--- src/shared/rcr_pkg.sv ---
// shared constants, carriers and state codes of the reset cause and reference enable block
package rcr_pkg;
  // clock rate and timing figures
  localparam int CLK_MHZ = 250;
  localparam int PIN_PULSE_NS = 500;
  localparam int PIN_PULSE_CYC = (PIN_PULSE_NS * CLK_MHZ + 999) / 1000;
  localparam int REF_STARTUP_NS = 10000;
  localparam int REF_STARTUP_CYC = (REF_STARTUP_NS * CLK_MHZ + 999) / 1000;
  // time-out period is a plain default; small benches override it
  localparam int STARTUP_DELAY_NS = 16000;
  localparam int STARTUP_DELAY_CYC = (STARTUP_DELAY_NS * CLK_MHZ + 999) / 1000;

  // register offsets
  localparam logic [7:0] OFF_CMP_CTRL = 8'h08;
  localparam logic [7:0] OFF_CAUSE = 8'h34;
  localparam logic [7:0] OFF_CONV_CTRL = 8'h40;
  localparam logic [7:0] OFF_IRQ_STAT = 8'h41;
  localparam logic [7:0] OFF_IRQ_MASK = 8'h42;
  localparam logic [7:0] OFF_SEQ_STAT = 8'h43;

  // field positions
  localparam int BIT_POR = 0;
  localparam int BIT_PIN = 1;
  localparam int BIT_BROWNOUT = 2;
  localparam int BIT_WDT = 3;
  localparam int BIT_CMP_BG = 6;
  localparam int BIT_CONV_EN = 0;
  localparam int BIT_REF_READY = 0;
  localparam int BIT_CPU_RUN = 1;
  localparam int IRQ_PIN = 0;
  localparam int IRQ_BROWNOUT = 1;
  localparam int IRQ_WDT = 2;
  localparam int IRQ_REF = 3;

  // values after reset
  localparam logic POR_FLAG_RST = 1'b1;
  localparam logic CAUSE_FLAG_RST = 1'b0;
  localparam logic CTRL_BIT_RST = 1'b0;
  localparam logic [3:0] IRQ_RST = 4'h0;

  typedef logic [7:0] rcr_byte_t;

  typedef struct packed {
    rcr_byte_t addr;
    rcr_byte_t wdata;
    logic wr;
    logic rd;
  } rcr_bus_s;

  typedef struct packed {
    logic pin_n;
    logic watchdog;
    logic brownout;
  } rcr_rst_src_s;

  typedef enum logic [1:0] {
    ST_HOLD = 2'b00,
    ST_DELAY = 2'b01,
    ST_RUN = 2'b11
  } rcr_seq_e;
endpackage

--- src/logic/rcr_top.sv ---
// reset cause recording, start-up delay and bandgap reference enable
// Function
// - low reset pin resets core, even clockless
// - full time-out delay before processor starts
// - watchdog sets bit 3; POR or zero-write clears
// - brown-out sets bit 2; POR or zero-write clears
// - pin reset sets bit 1; POR or zero-write clears
// - POR sets bit 0; only zero-write clears
// - reference on when fuse, bandgap select, converter
// - converter enable alone powers the reference
`timescale 1ns/1ps
module rcr_top #(
  parameter int unsigned STARTUP_CYCLES = rcr_pkg::STARTUP_DELAY_CYC,
  parameter int unsigned REF_CYCLES = rcr_pkg::REF_STARTUP_CYC
) (
  // clock and power-on reset
  input wire logic i_mclk,
  input wire logic i_reset,
  // reset sources and fuse
  input wire rcr_pkg::rcr_rst_src_s i_rst_src,
  input wire logic i_brownout_detect_fuse,
  // register port
  input wire rcr_pkg::rcr_bus_s i_bus,
  output rcr_pkg::rcr_byte_t o_rdata,
  // core and analog controls
  output logic o_cpu_reset,
  output logic o_reference_enable,
  output logic o_reference_ready,
  output logic o_comparator_bandgap_select,
  output logic o_converter_enable,
  // interrupt
  output logic o_irq
);
  import rcr_pkg::*;

  typedef struct packed {
    rcr_seq_e seq;
    logic cmp_bg;
    logic conv_en;
    logic ref_en;
    logic ref_rdy_q;
    logic [3:0] irq_stat;
    logic [3:0] irq_mask;
    rcr_byte_t rdata;
  } rcr_top_state_s;

  rcr_top_state_s state;
  rcr_top_state_s next_state;

  logic pin_low;
  logic rst_req;
  logic tout_run;
  logic tout_done;
  logic ref_ready;
  logic cause_wr;
  logic [3:0] cause;
  logic [3:0] events;
  rcr_byte_t rd_value;

  assign pin_low = ~i_rst_src.pin_n;
  assign rst_req = pin_low | i_rst_src.watchdog | i_rst_src.brownout;
  // the timer only runs once every source has let go
  assign tout_run = (state.seq == ST_DELAY) && !rst_req;
  assign cause_wr = i_bus.wr && (i_bus.addr == OFF_CAUSE);

  rcr_level_timer #(
    .CYCLES(STARTUP_CYCLES)
  ) u_tout_timer (
    .i_mclk(i_mclk),
    .i_reset(i_reset),
    .i_run(tout_run),
    .o_done(tout_done)
  );

  // reference ready only after the worst-case start-up time
  rcr_level_timer #(
    .CYCLES(REF_CYCLES)
  ) u_ref_timer (
    .i_mclk(i_mclk),
    .i_reset(i_reset),
    .i_run(state.ref_en),
    .o_done(ref_ready)
  );

  // power-on flag: survives every other reset kind
  rcr_cause_flag #(
    .RST_VAL(POR_FLAG_RST)
  ) u_por_flag (
    .i_mclk(i_mclk),
    .i_reset(i_reset),
    .i_set(1'b0),
    .i_clear(cause_wr && !i_bus.wdata[BIT_POR]),
    .o_flag(cause[BIT_POR])
  );

  rcr_cause_flag #(
    .RST_VAL(CAUSE_FLAG_RST)
  ) u_pin_flag (
    .i_mclk(i_mclk),
    .i_reset(i_reset),
    .i_set(pin_low),
    .i_clear(cause_wr && !i_bus.wdata[BIT_PIN]),
    .o_flag(cause[BIT_PIN])
  );

  rcr_cause_flag #(
    .RST_VAL(CAUSE_FLAG_RST)
  ) u_brownout_flag (
    .i_mclk(i_mclk),
    .i_reset(i_reset),
    .i_set(i_rst_src.brownout),
    .i_clear(cause_wr && !i_bus.wdata[BIT_BROWNOUT]),
    .o_flag(cause[BIT_BROWNOUT])
  );

  rcr_cause_flag #(
    .RST_VAL(CAUSE_FLAG_RST)
  ) u_wdt_flag (
    .i_mclk(i_mclk),
    .i_reset(i_reset),
    .i_set(i_rst_src.watchdog),
    .i_clear(cause_wr && !i_bus.wdata[BIT_WDT]),
    .o_flag(cause[BIT_WDT])
  );

  always_comb begin
    events = 4'h0;
    events[IRQ_PIN] = pin_low;
    events[IRQ_BROWNOUT] = i_rst_src.brownout;
    events[IRQ_WDT] = i_rst_src.watchdog;
    events[IRQ_REF] = ref_ready && !state.ref_rdy_q;
  end

  always_comb begin
    rd_value = 8'h00;
    case (i_bus.addr)
      OFF_CAUSE: begin
        rd_value[3:0] = cause;
      end
      OFF_CMP_CTRL: begin
        rd_value[BIT_CMP_BG] = state.cmp_bg;
      end
      OFF_CONV_CTRL: begin
        rd_value[BIT_CONV_EN] = state.conv_en;
      end
      OFF_IRQ_STAT: begin
        rd_value[3:0] = state.irq_stat;
      end
      OFF_IRQ_MASK: begin
        rd_value[3:0] = state.irq_mask;
      end
      OFF_SEQ_STAT: begin
        rd_value[BIT_REF_READY] = ref_ready;
        rd_value[BIT_CPU_RUN] = (state.seq == ST_RUN);
      end
      default: begin
        rd_value = 8'h00;
      end
    endcase
  end

  always_comb begin
    next_state = state;
    // start-up sequencer
    case (state.seq)
      ST_HOLD: begin
        if (!rst_req) begin
          next_state.seq = ST_DELAY;
        end
      end
      ST_DELAY: begin
        if (rst_req) begin
          next_state.seq = ST_HOLD;
        end else if (tout_done) begin
          next_state.seq = ST_RUN;
        end
      end
      ST_RUN: begin
        if (rst_req) begin
          next_state.seq = ST_HOLD;
        end
      end
      default: begin
        next_state.seq = ST_HOLD;
      end
    endcase
    // control writes
    if (i_bus.wr && i_bus.addr == OFF_CMP_CTRL) begin
      next_state.cmp_bg = i_bus.wdata[BIT_CMP_BG];
    end
    if (i_bus.wr && i_bus.addr == OFF_CONV_CTRL) begin
      next_state.conv_en = i_bus.wdata[BIT_CONV_EN];
    end
    if (i_bus.wr && i_bus.addr == OFF_IRQ_MASK) begin
      next_state.irq_mask = i_bus.wdata[3:0];
    end
    // write-one-to-clear, a new event wins over the clear
    if (i_bus.wr && i_bus.addr == OFF_IRQ_STAT) begin
      next_state.irq_stat = state.irq_stat & ~i_bus.wdata[3:0];
    end
    next_state.irq_stat = next_state.irq_stat | events;
    next_state.ref_en = i_brownout_detect_fuse | state.cmp_bg | state.conv_en;
    next_state.ref_rdy_q = ref_ready;
    // read data stand for exactly one cycle
    next_state.rdata = i_bus.rd ? rd_value : 8'h00;
    if (i_reset) begin
      next_state.seq = ST_HOLD;
      next_state.cmp_bg = CTRL_BIT_RST;
      next_state.conv_en = CTRL_BIT_RST;
      next_state.ref_en = CTRL_BIT_RST;
      next_state.ref_rdy_q = 1'b0;
      next_state.irq_stat = IRQ_RST;
      next_state.irq_mask = IRQ_RST;
      next_state.rdata = 8'h00;
    end
  end

  always_ff @(posedge i_mclk) begin
    state <= next_state;
  end

  // pin path is combinational so a stopped clock still resets the core
  assign o_cpu_reset = i_reset | pin_low | (state.seq != ST_RUN);
  assign o_rdata = state.rdata;
  assign o_reference_enable = state.ref_en;
  assign o_reference_ready = ref_ready;
  assign o_comparator_bandgap_select = state.cmp_bg;
  assign o_converter_enable = state.conv_en;
  assign o_irq = |(state.irq_stat & state.irq_mask);

  // helper counters read only by the checks below
  logic [15:0] chk_run_cnt;
  logic [15:0] chk_low_cnt;

  always_ff @(posedge i_mclk) begin
    if (i_reset || !tout_run) begin
      chk_run_cnt <= 16'h0000;
    end else begin
      chk_run_cnt <= chk_run_cnt + 16'h0001;
    end
    if (i_reset || !pin_low) begin
      chk_low_cnt <= 16'h0000;
    end else if (chk_low_cnt != 16'hffff) begin
      chk_low_cnt <= chk_low_cnt + 16'h0001;
    end
  end
endmodule

--- src/logic/rcr_cause_flag.sv ---
// one sticky reset cause flag: hardware set, software write-zero clear
`timescale 1ns/1ps
module rcr_cause_flag #(
  parameter logic RST_VAL = 1'b0
) (
  // clock and reset
  input wire logic i_mclk,
  input wire logic i_reset,
  // set and clear
  input wire logic i_set,
  input wire logic i_clear,
  // flag
  output logic o_flag
);
  import rcr_pkg::*;

  typedef struct packed {
    logic flag;
  } rcr_flag_state_s;

  rcr_flag_state_s state;
  rcr_flag_state_s next_state;

  always_comb begin
    next_state = state;
    // set wins over a clear in the same cycle
    if (i_set) begin
      next_state.flag = 1'b1;
    end else if (i_clear) begin
      next_state.flag = 1'b0;
    end
    if (i_reset) begin
      next_state.flag = RST_VAL;
    end
  end

  always_ff @(posedge i_mclk) begin
    state <= next_state;
  end

  assign o_flag = state.flag;
endmodule

--- src/logic/rcr_level_timer.sv ---
// counts cycles while a level holds; done after CYCLES such cycles
`timescale 1ns/1ps
module rcr_level_timer #(
  parameter int unsigned CYCLES = 16,
  parameter int unsigned W = $clog2(CYCLES + 1)
) (
  // clock and reset
  input wire logic i_mclk,
  input wire logic i_reset,
  // level and result
  input wire logic i_run,
  output logic o_done
);
  import rcr_pkg::*;

  typedef struct packed {
    logic [W-1:0] cnt;
    logic done;
  } rcr_timer_state_s;

  rcr_timer_state_s state;
  rcr_timer_state_s next_state;

  always_comb begin
    next_state = state;
    if (!i_run || i_reset) begin
      next_state.cnt = '0;
      next_state.done = 1'b0;
    end else if (!state.done) begin
      next_state.cnt = state.cnt + W'(1);
      next_state.done = (state.cnt == W'(CYCLES - 1));
    end
  end

  always_ff @(posedge i_mclk) begin
    state <= next_state;
  end

  assign o_done = state.done;
endmodule

--- config.mk ---
export PLATFORM = sky130hd
export DESIGN_NAME = rcr_top
export DESIGN_NICKNAME = d
export VERILOG_FILES = /design/src/shared/rcr_pkg.sv /design/src/logic/rcr_top.sv /design/src/logic/rcr_cause_flag.sv /design/src/logic/rcr_level_timer.sv
export SDC_FILE = /design/constraint.sdc
export NUM_CORES = 1
export LEC_CHECK = 0
export ABC_AREA = 1
export CORE_UTILIZATION = 50
export DETAILED_ROUTE_END_ITERATION = 10
export DONT_BUFFER_PORTS = 1
export PLACE_DENSITY_LB_ADDON = 0.1
export SLEW_MARGIN = 5
export SYNTH_ARGS = -nofsm -noshare
export SYNTH_HDL_FRONTEND = slang
export SYNTH_SLANG_ARGS = --single-unit
--- constraint.sdc ---
create_clock -name i_mclk -period 2.2 [get_ports i_mclk]
set_clock_uncertainty 0.05 [all_clocks]
set_input_delay 0 -clock i_mclk [delete_from_list [all_inputs] [get_ports i_mclk]]
set_output_delay 0 -clock i_mclk [all_outputs]
set_load 0.03 [all_outputs]
Yosys cells after proc, flatten, opt, wreduce, memory -nomap -nowiden --
Cells that the tools add are included. Widths: inputs -> output; s select.
Storage, ports and cells: bits in registers 52, input bits 24, output and inout bits 14, logic and storage cells 93
Operators by class: $add $sub $neg 2, eq/ne operators 15, muxes and demuxes 17, bitwise logic cells 13, reductions and logical operators 28
Operators by type and width (number):
- $eq 8x7->1 const B | 4
- $add 12x1->12 const B | 2
- $eq 12x12->1 const B | 2
- $pmux 2 s3 | 2
- $logic_and 1x1->1 | 11
- $and 4x4->4 | 2
- $eq 8x4->1 const B | 1
- $eq 8x6->1 const B | 1
- $logic_not 1->1 | 8
- $mux 1 | 8
- $mux 2 | 4
- $ne 2x2->1 const B | 3
- $or 1x1->1 | 6
- $pmux 1 s5 | 1
- $mux 4 | 1
- $not 4->4 | 1
- $or 4x4->4 | 1
- $pmux 1 s4 | 1
- $reduce_bool 2->1 | 2
- $reduce_or 4->1 | 1
- $ne 3x2->1 const B | 1
- $not 1->1 | 3
- $reduce_and 3->1 | 1
- $reduce_or 3->1 | 1
- 6 further kinds | 7

Depth between registers and ports, before layout --
depth in word-level cells 7, mapped depth 8, gate-level depth less buffers 8

By module --
A second synthesis with hierarchy kept.
Second synthesis, totals: cells, all modules 388, area, all modules 2632.5 um^2
By module, submodules not included:
- rcr_top | times used 1, cells an instance 173, area an instance 1124.8 um^2, sequential area each 380.4 um^2
- rcr_level_timer at u_ref_timer | times used 1, cells an instance 103, area an instance 703.2 um^2, sequential area each 260.2 um^2
- rcr_level_timer at u_tout_timer | times used 1, cells an instance 92, area an instance 649.4 um^2, sequential area each 260.2 um^2
- rcr_cause_flag at u_brownout_flag ... | times used 3, cells an instance 5, area an instance 40.0 um^2, sequential area each 20.0 um^2
- rcr_cause_flag at u_por_flag | times used 1, cells an instance 5, area an instance 35.0 um^2, sequential area each 20.0 um^2

Least setup slack after synthesis --
OpenSTA, ideal clock, no wires.
path kind register to register, from reg u_ref_timer.state, in the netlist u_ref_timer.o_done, to reg u_ref_timer.state[11] (netlist name), setup time 116 ps, arrival 1107 ps, data required time 2034 ps, setup slack 927 ps, stages on the path, launching flop included 7, buffers on the path 0, period minus slack after synthesis 1273 ps, path through dfxtp_1 > inv_2 > nand3_2 > nor2_1 > nand3b_1 > o21ai_0 > nor2_1
RTL lines:
- start, declared | line rcr_level_timer.sv:21 | rcr_timer_state_s state;
- start signal, assigned | line rcr_level_timer.sv:36 | state <= next_state;

Final worst setup path --
from in i_bus[1] (netlist name), to reg u_wdt_flag.state (netlist: u_wdt_flag.o_flag)
Between the ends: word-level cells in the longest chain between the ends 3
Ends and longest elaborated chain:
- start, declared | line rcr_top.sv:23 | input wire rcr_pkg::rcr_bus_s i_bus,
- $logic_and 1x1->1 | line rcr_top.sv:64 | assign cause_wr = i_bus.wr && (i_bus.addr == OFF_CAUSE);
- $logic_and 1x1->1 | line rcr_top.sv:122 | .i_clear(cause_wr && !i_bus.wdata[BIT_WDT]),
- $reduce_bool 2->1 (no source line)
- end signal, assigned | line rcr_cause_flag.sv:38 | state <= next_state;
- end, declared | line rcr_cause_flag.sv:21 | rcr_flag_state_s state;
Every way passes these cells. A chain may end at the register's enable or synchronous reset.

==> flow_summary.json <==
{
  "fin_util": 0.5932,
  "cts_tree": "built",
  "synth_most_common_cell": "nand2_1",
  "endpoint_kind": "flop",
  "seqPwrFrac": 0.589,
  "die_area_um2": 5299,
  "dr.pass1.iters": 4,
  "antenna_cells": 0,
  "synth.ff_latch_count": 49,
  "cts.clk_slew.worst_paths_ps": 100,
  "total_power_mw": 1.538,
  "overflow": 0,
  "drtIter0Drc": 122,
  "switching_power_uw": 377.2,
  "synth_flop_cell": "dfxtp_1",
  "die_w_um": 72.80,
  "crit_slowest_cell": "dlygate4sd3_1",
  "cp_num_cells": 6,
  "grt.total_usage": 0.2096,
  "hold_start": "i_bus[16]",
  "final_area_um2": 2839,
  "critPathKind": "in -> reg",
  "cts-buffers-inserted": 5,
  "wl_per_cell_um": 11.60,
  "drv_slew": 0,
  "netSwitchingFraction": 0.2452,
  "io_buffer_count": 0,
  "placementRows": 25,
  "synthCells": 345,
  "h-tree-depth": 2,
  "cpLargestDelayFamily": "buffers and inverters",
  "reg2reg_slack_ps": 750,
  "clock_sinks": 49,
  "ir_drop_mv": 0.4248,
  "place_ws_ps": 755.7,
  "fin_setup_tns_ps": 0,
  "rr_startpoint": "u_ref_timer.o_done$_SDFF_PP0_",
  "crit_path_max_incr_delay_ps": 830,
  "hold_viol": 0,
  "dpl_cell_area_um2": 2504,
  "ant_nets": 0,
  "hpwl_um": 3623,
  "min_to": "o_rdata[1]$_SDFF_PP0_",
  "grt_pass1_wl_um": 8618,
  "syn_to_final_growth_pct": 13.28,
  "core_area_um2": 4786,
  "rr_worst_depth": 6,
  "combPwrFrac": 0.072,
  "layout_min_cycle_time_ps": 2104,
  "synth_top_cells_by_area": "dfxtp_1 39%, nand2_1 9.1%, inv_1 6.9%",
  "finalCritPeriodShare": 0.9562,
  "async_reset_ff_frac": 0,
  "postSynthAreaPerCell_um2": 7.264,
  "drc": 0,
  "clkPwrFrac": 0.339,
  "arrival_ps": 2250,
  "max_cap_viol_count": 0,
  "cts_root_buf": "clkbuf_8",
  "clk-insertion-delay-late_ps": 300,
  "p_int_mw": 1.161,
  "syn_area_um2": 2506,
  "crit_path_start_kind": "input pin",
  "grt_setup_unrepaired": "false",
  "antenna_found_initial": 0,
  "yosysWarnings": 0,
  "worstSetupStartpoint": "i_bus[1]",
  "synth.distinct_cells": 35,
  "start_util": 0.5237,
  "synth_edf_count": 0,
  "clock.fmax_mhz": 475.3,
  "yosysTopAreaCell": "dfxtp_1",
  "cp_max_fo": 12,
  "required_ps": 2350,
  "grt_max_degree": 16,
  "setup_viol": 0,
  "relSlewSlack": 0.6404,
  "cpMostUsedCell": "dlygate4sd3_1",
  "hold_depth": 4,
  "min_path_type": "in -> reg",
  "synthTopCellsByCount": "61 x nand2_1, 49 x dfxtp_1, 46 x inv_1, 43 x nor2_1, 29 x a21oi_1",
  "crit_chain": "dlygate4sd3_1, nand4_1, dlygate4sd3_1, nand2_1, a21oi_1, dlygate4sd3_1",
  "setup_slack_ps": 96.28,
  "worst_slew_pin_slew_ps": 538.7,
  "crit_buf_inv": 3,
  "first_global_vias": 1947,
  "die_y_um": 72.80,
  "cellPowerDensity_nw_per_um2": 541.9,
  "r2r-end": "u_ref_timer.state[11]$_SDFFE_PP0N_",
  "status": "completed",
  "p_leak_nw": 1.060,
  "drive_above_1_share": 0.1117,
  "synth_top_area_frac": 0.3914,
  "final_nets": 392,
  "vias_per_cell": 4.933,
  "vias": 2141,
  "place_congestion": 0.8697,
  "clockBufferDepth": 2,
  "io_pins": 38,
  "ys_seq_area_frac": 0.3914,
  "wl_um": 5035
}
==> per-layer routing <==
layer | global-route usage | up-vias | part of all wire
met5 | 0 | - | 0
met4 | 0.05882 | 0 | 0.012
met3 | 0.04972 | 5 | 0.041
met2 | 0.3468 | 35 | 0.47
met1 | 0.2725 | 960 | 0.48
li1 | - | 1141 | -
==> cell families after synthesis <==
family / Yosys count / synth area share
xor gates and xnor gates: 1 / 0.003495
adders and majority gates: 2 / 0.009983
buffers and inverters: 63 / 0.1148
and+or+nand+nor: 176 / 0.3709
other: 1 / 0.001496
DFF: 49 / 0.3914
AOI/OAI and AO/OA: 53 / 0.1078
==> cell type report <==
cell class / instances / area [µm²]
Multi-Input combinational cell: 235 / 1256
Timing Repair Buffer: 24 / 237.7
Tap cell: 67 / 83.83
Clock buffer: 5 / 68.82
Sequential cell: 49 / 980.9
Fill cell: 447 / 1947
Clock inverter: 3 / 17.52
Inverter: 51 / 193.9
==> state kept, by name, summed over array words and instances, names as in the netlist, 5 cells and up <==
name / cells
u_ref_timer.state: 12
u_tout_timer.state: 12
state: 11
o_rdata: 5
==> placed cells by master, fill, tap and decap left out, drive strengths merged, types with 5 or more instances in the layout <==
cell | netlist | layout
nand2 | 66 | 66
nor2 | 53 | 53
inv | 51 | 51
dfxtp | 49 | 49
nand3 | 30 | 30
a21oi | 29 | 29
dlygate4sd3 | 0 | 23
o21ai | 21 | 21
nand4 | 11 | 11
nor3 | 10 | 10
clkbuf | 1 | 5
==> repair_timing <==
| action | CTS | global route |
|---|---|---|
| buffers inserted | 0 | 1 |
| gates resized for setup | 0 | 2 |
| hold buffers | 24 | 0 |
| endpoints found under the setup margin | 0 | 1 |
| endpoints found under the hold margin | 35 | 0 |
==> tightest hold or removal path, delay by kind of cell <==
kind | cells | cell delay, ps
simple gates | 3 | 260
compound gates | 1 | 60
==> power by group through the flow <==
stage	Combinational [mW]	Clock [mW]	Sequential, mW
2_1_floorplan	0.0712	0	0.925
3_3_place_gp	0.0681	0	0.927
3_5_place_dp	0.0691	0	0.927
4_1_cts	0.108	0.539	0.906
5_1_grt	0.123	0.575	0.908
6_report	0.110	0.522	0.906
==> how the worst max path moves through the flow <==
| stage | to | slack [ps] |
|---|---|---|
| 3_5_place_dp | u_ref_timer.state[11]$_SDFFE_PP0N_ | 760 |
| 2_1_floorplan | u_ref_timer.state[11]$_SDFFE_PP0N_ | 930 |
| 3_3_place_gp | u_ref_timer.state[11]$_SDFFE_PP0N_ | 760 |
| 5_1_grt | u_wdt_flag.o_flag$_SDFFE_PP0P_ | 20 |
| 6_report | u_wdt_flag.o_flag$_SDFFE_PP0P_ | 100 |
| 4_1_cts | o_comparator_bandgap_select$_SDFFE_PP0P_ | 50 |
==> stage by stage <==
| stage | cells | hold WS [ps] |
|---|---|---|
| floorplan | 347 | 45.89 |
| global placement | 402 | 21.83 |
| detailed placement | 402 | 23.45 |
| CTS | 434 | 1.292 |
| global route | 434 | 32.65 |
| finish | 434 | 5.800 |
No activity file was read; power rests on OpenSTA's default activity.
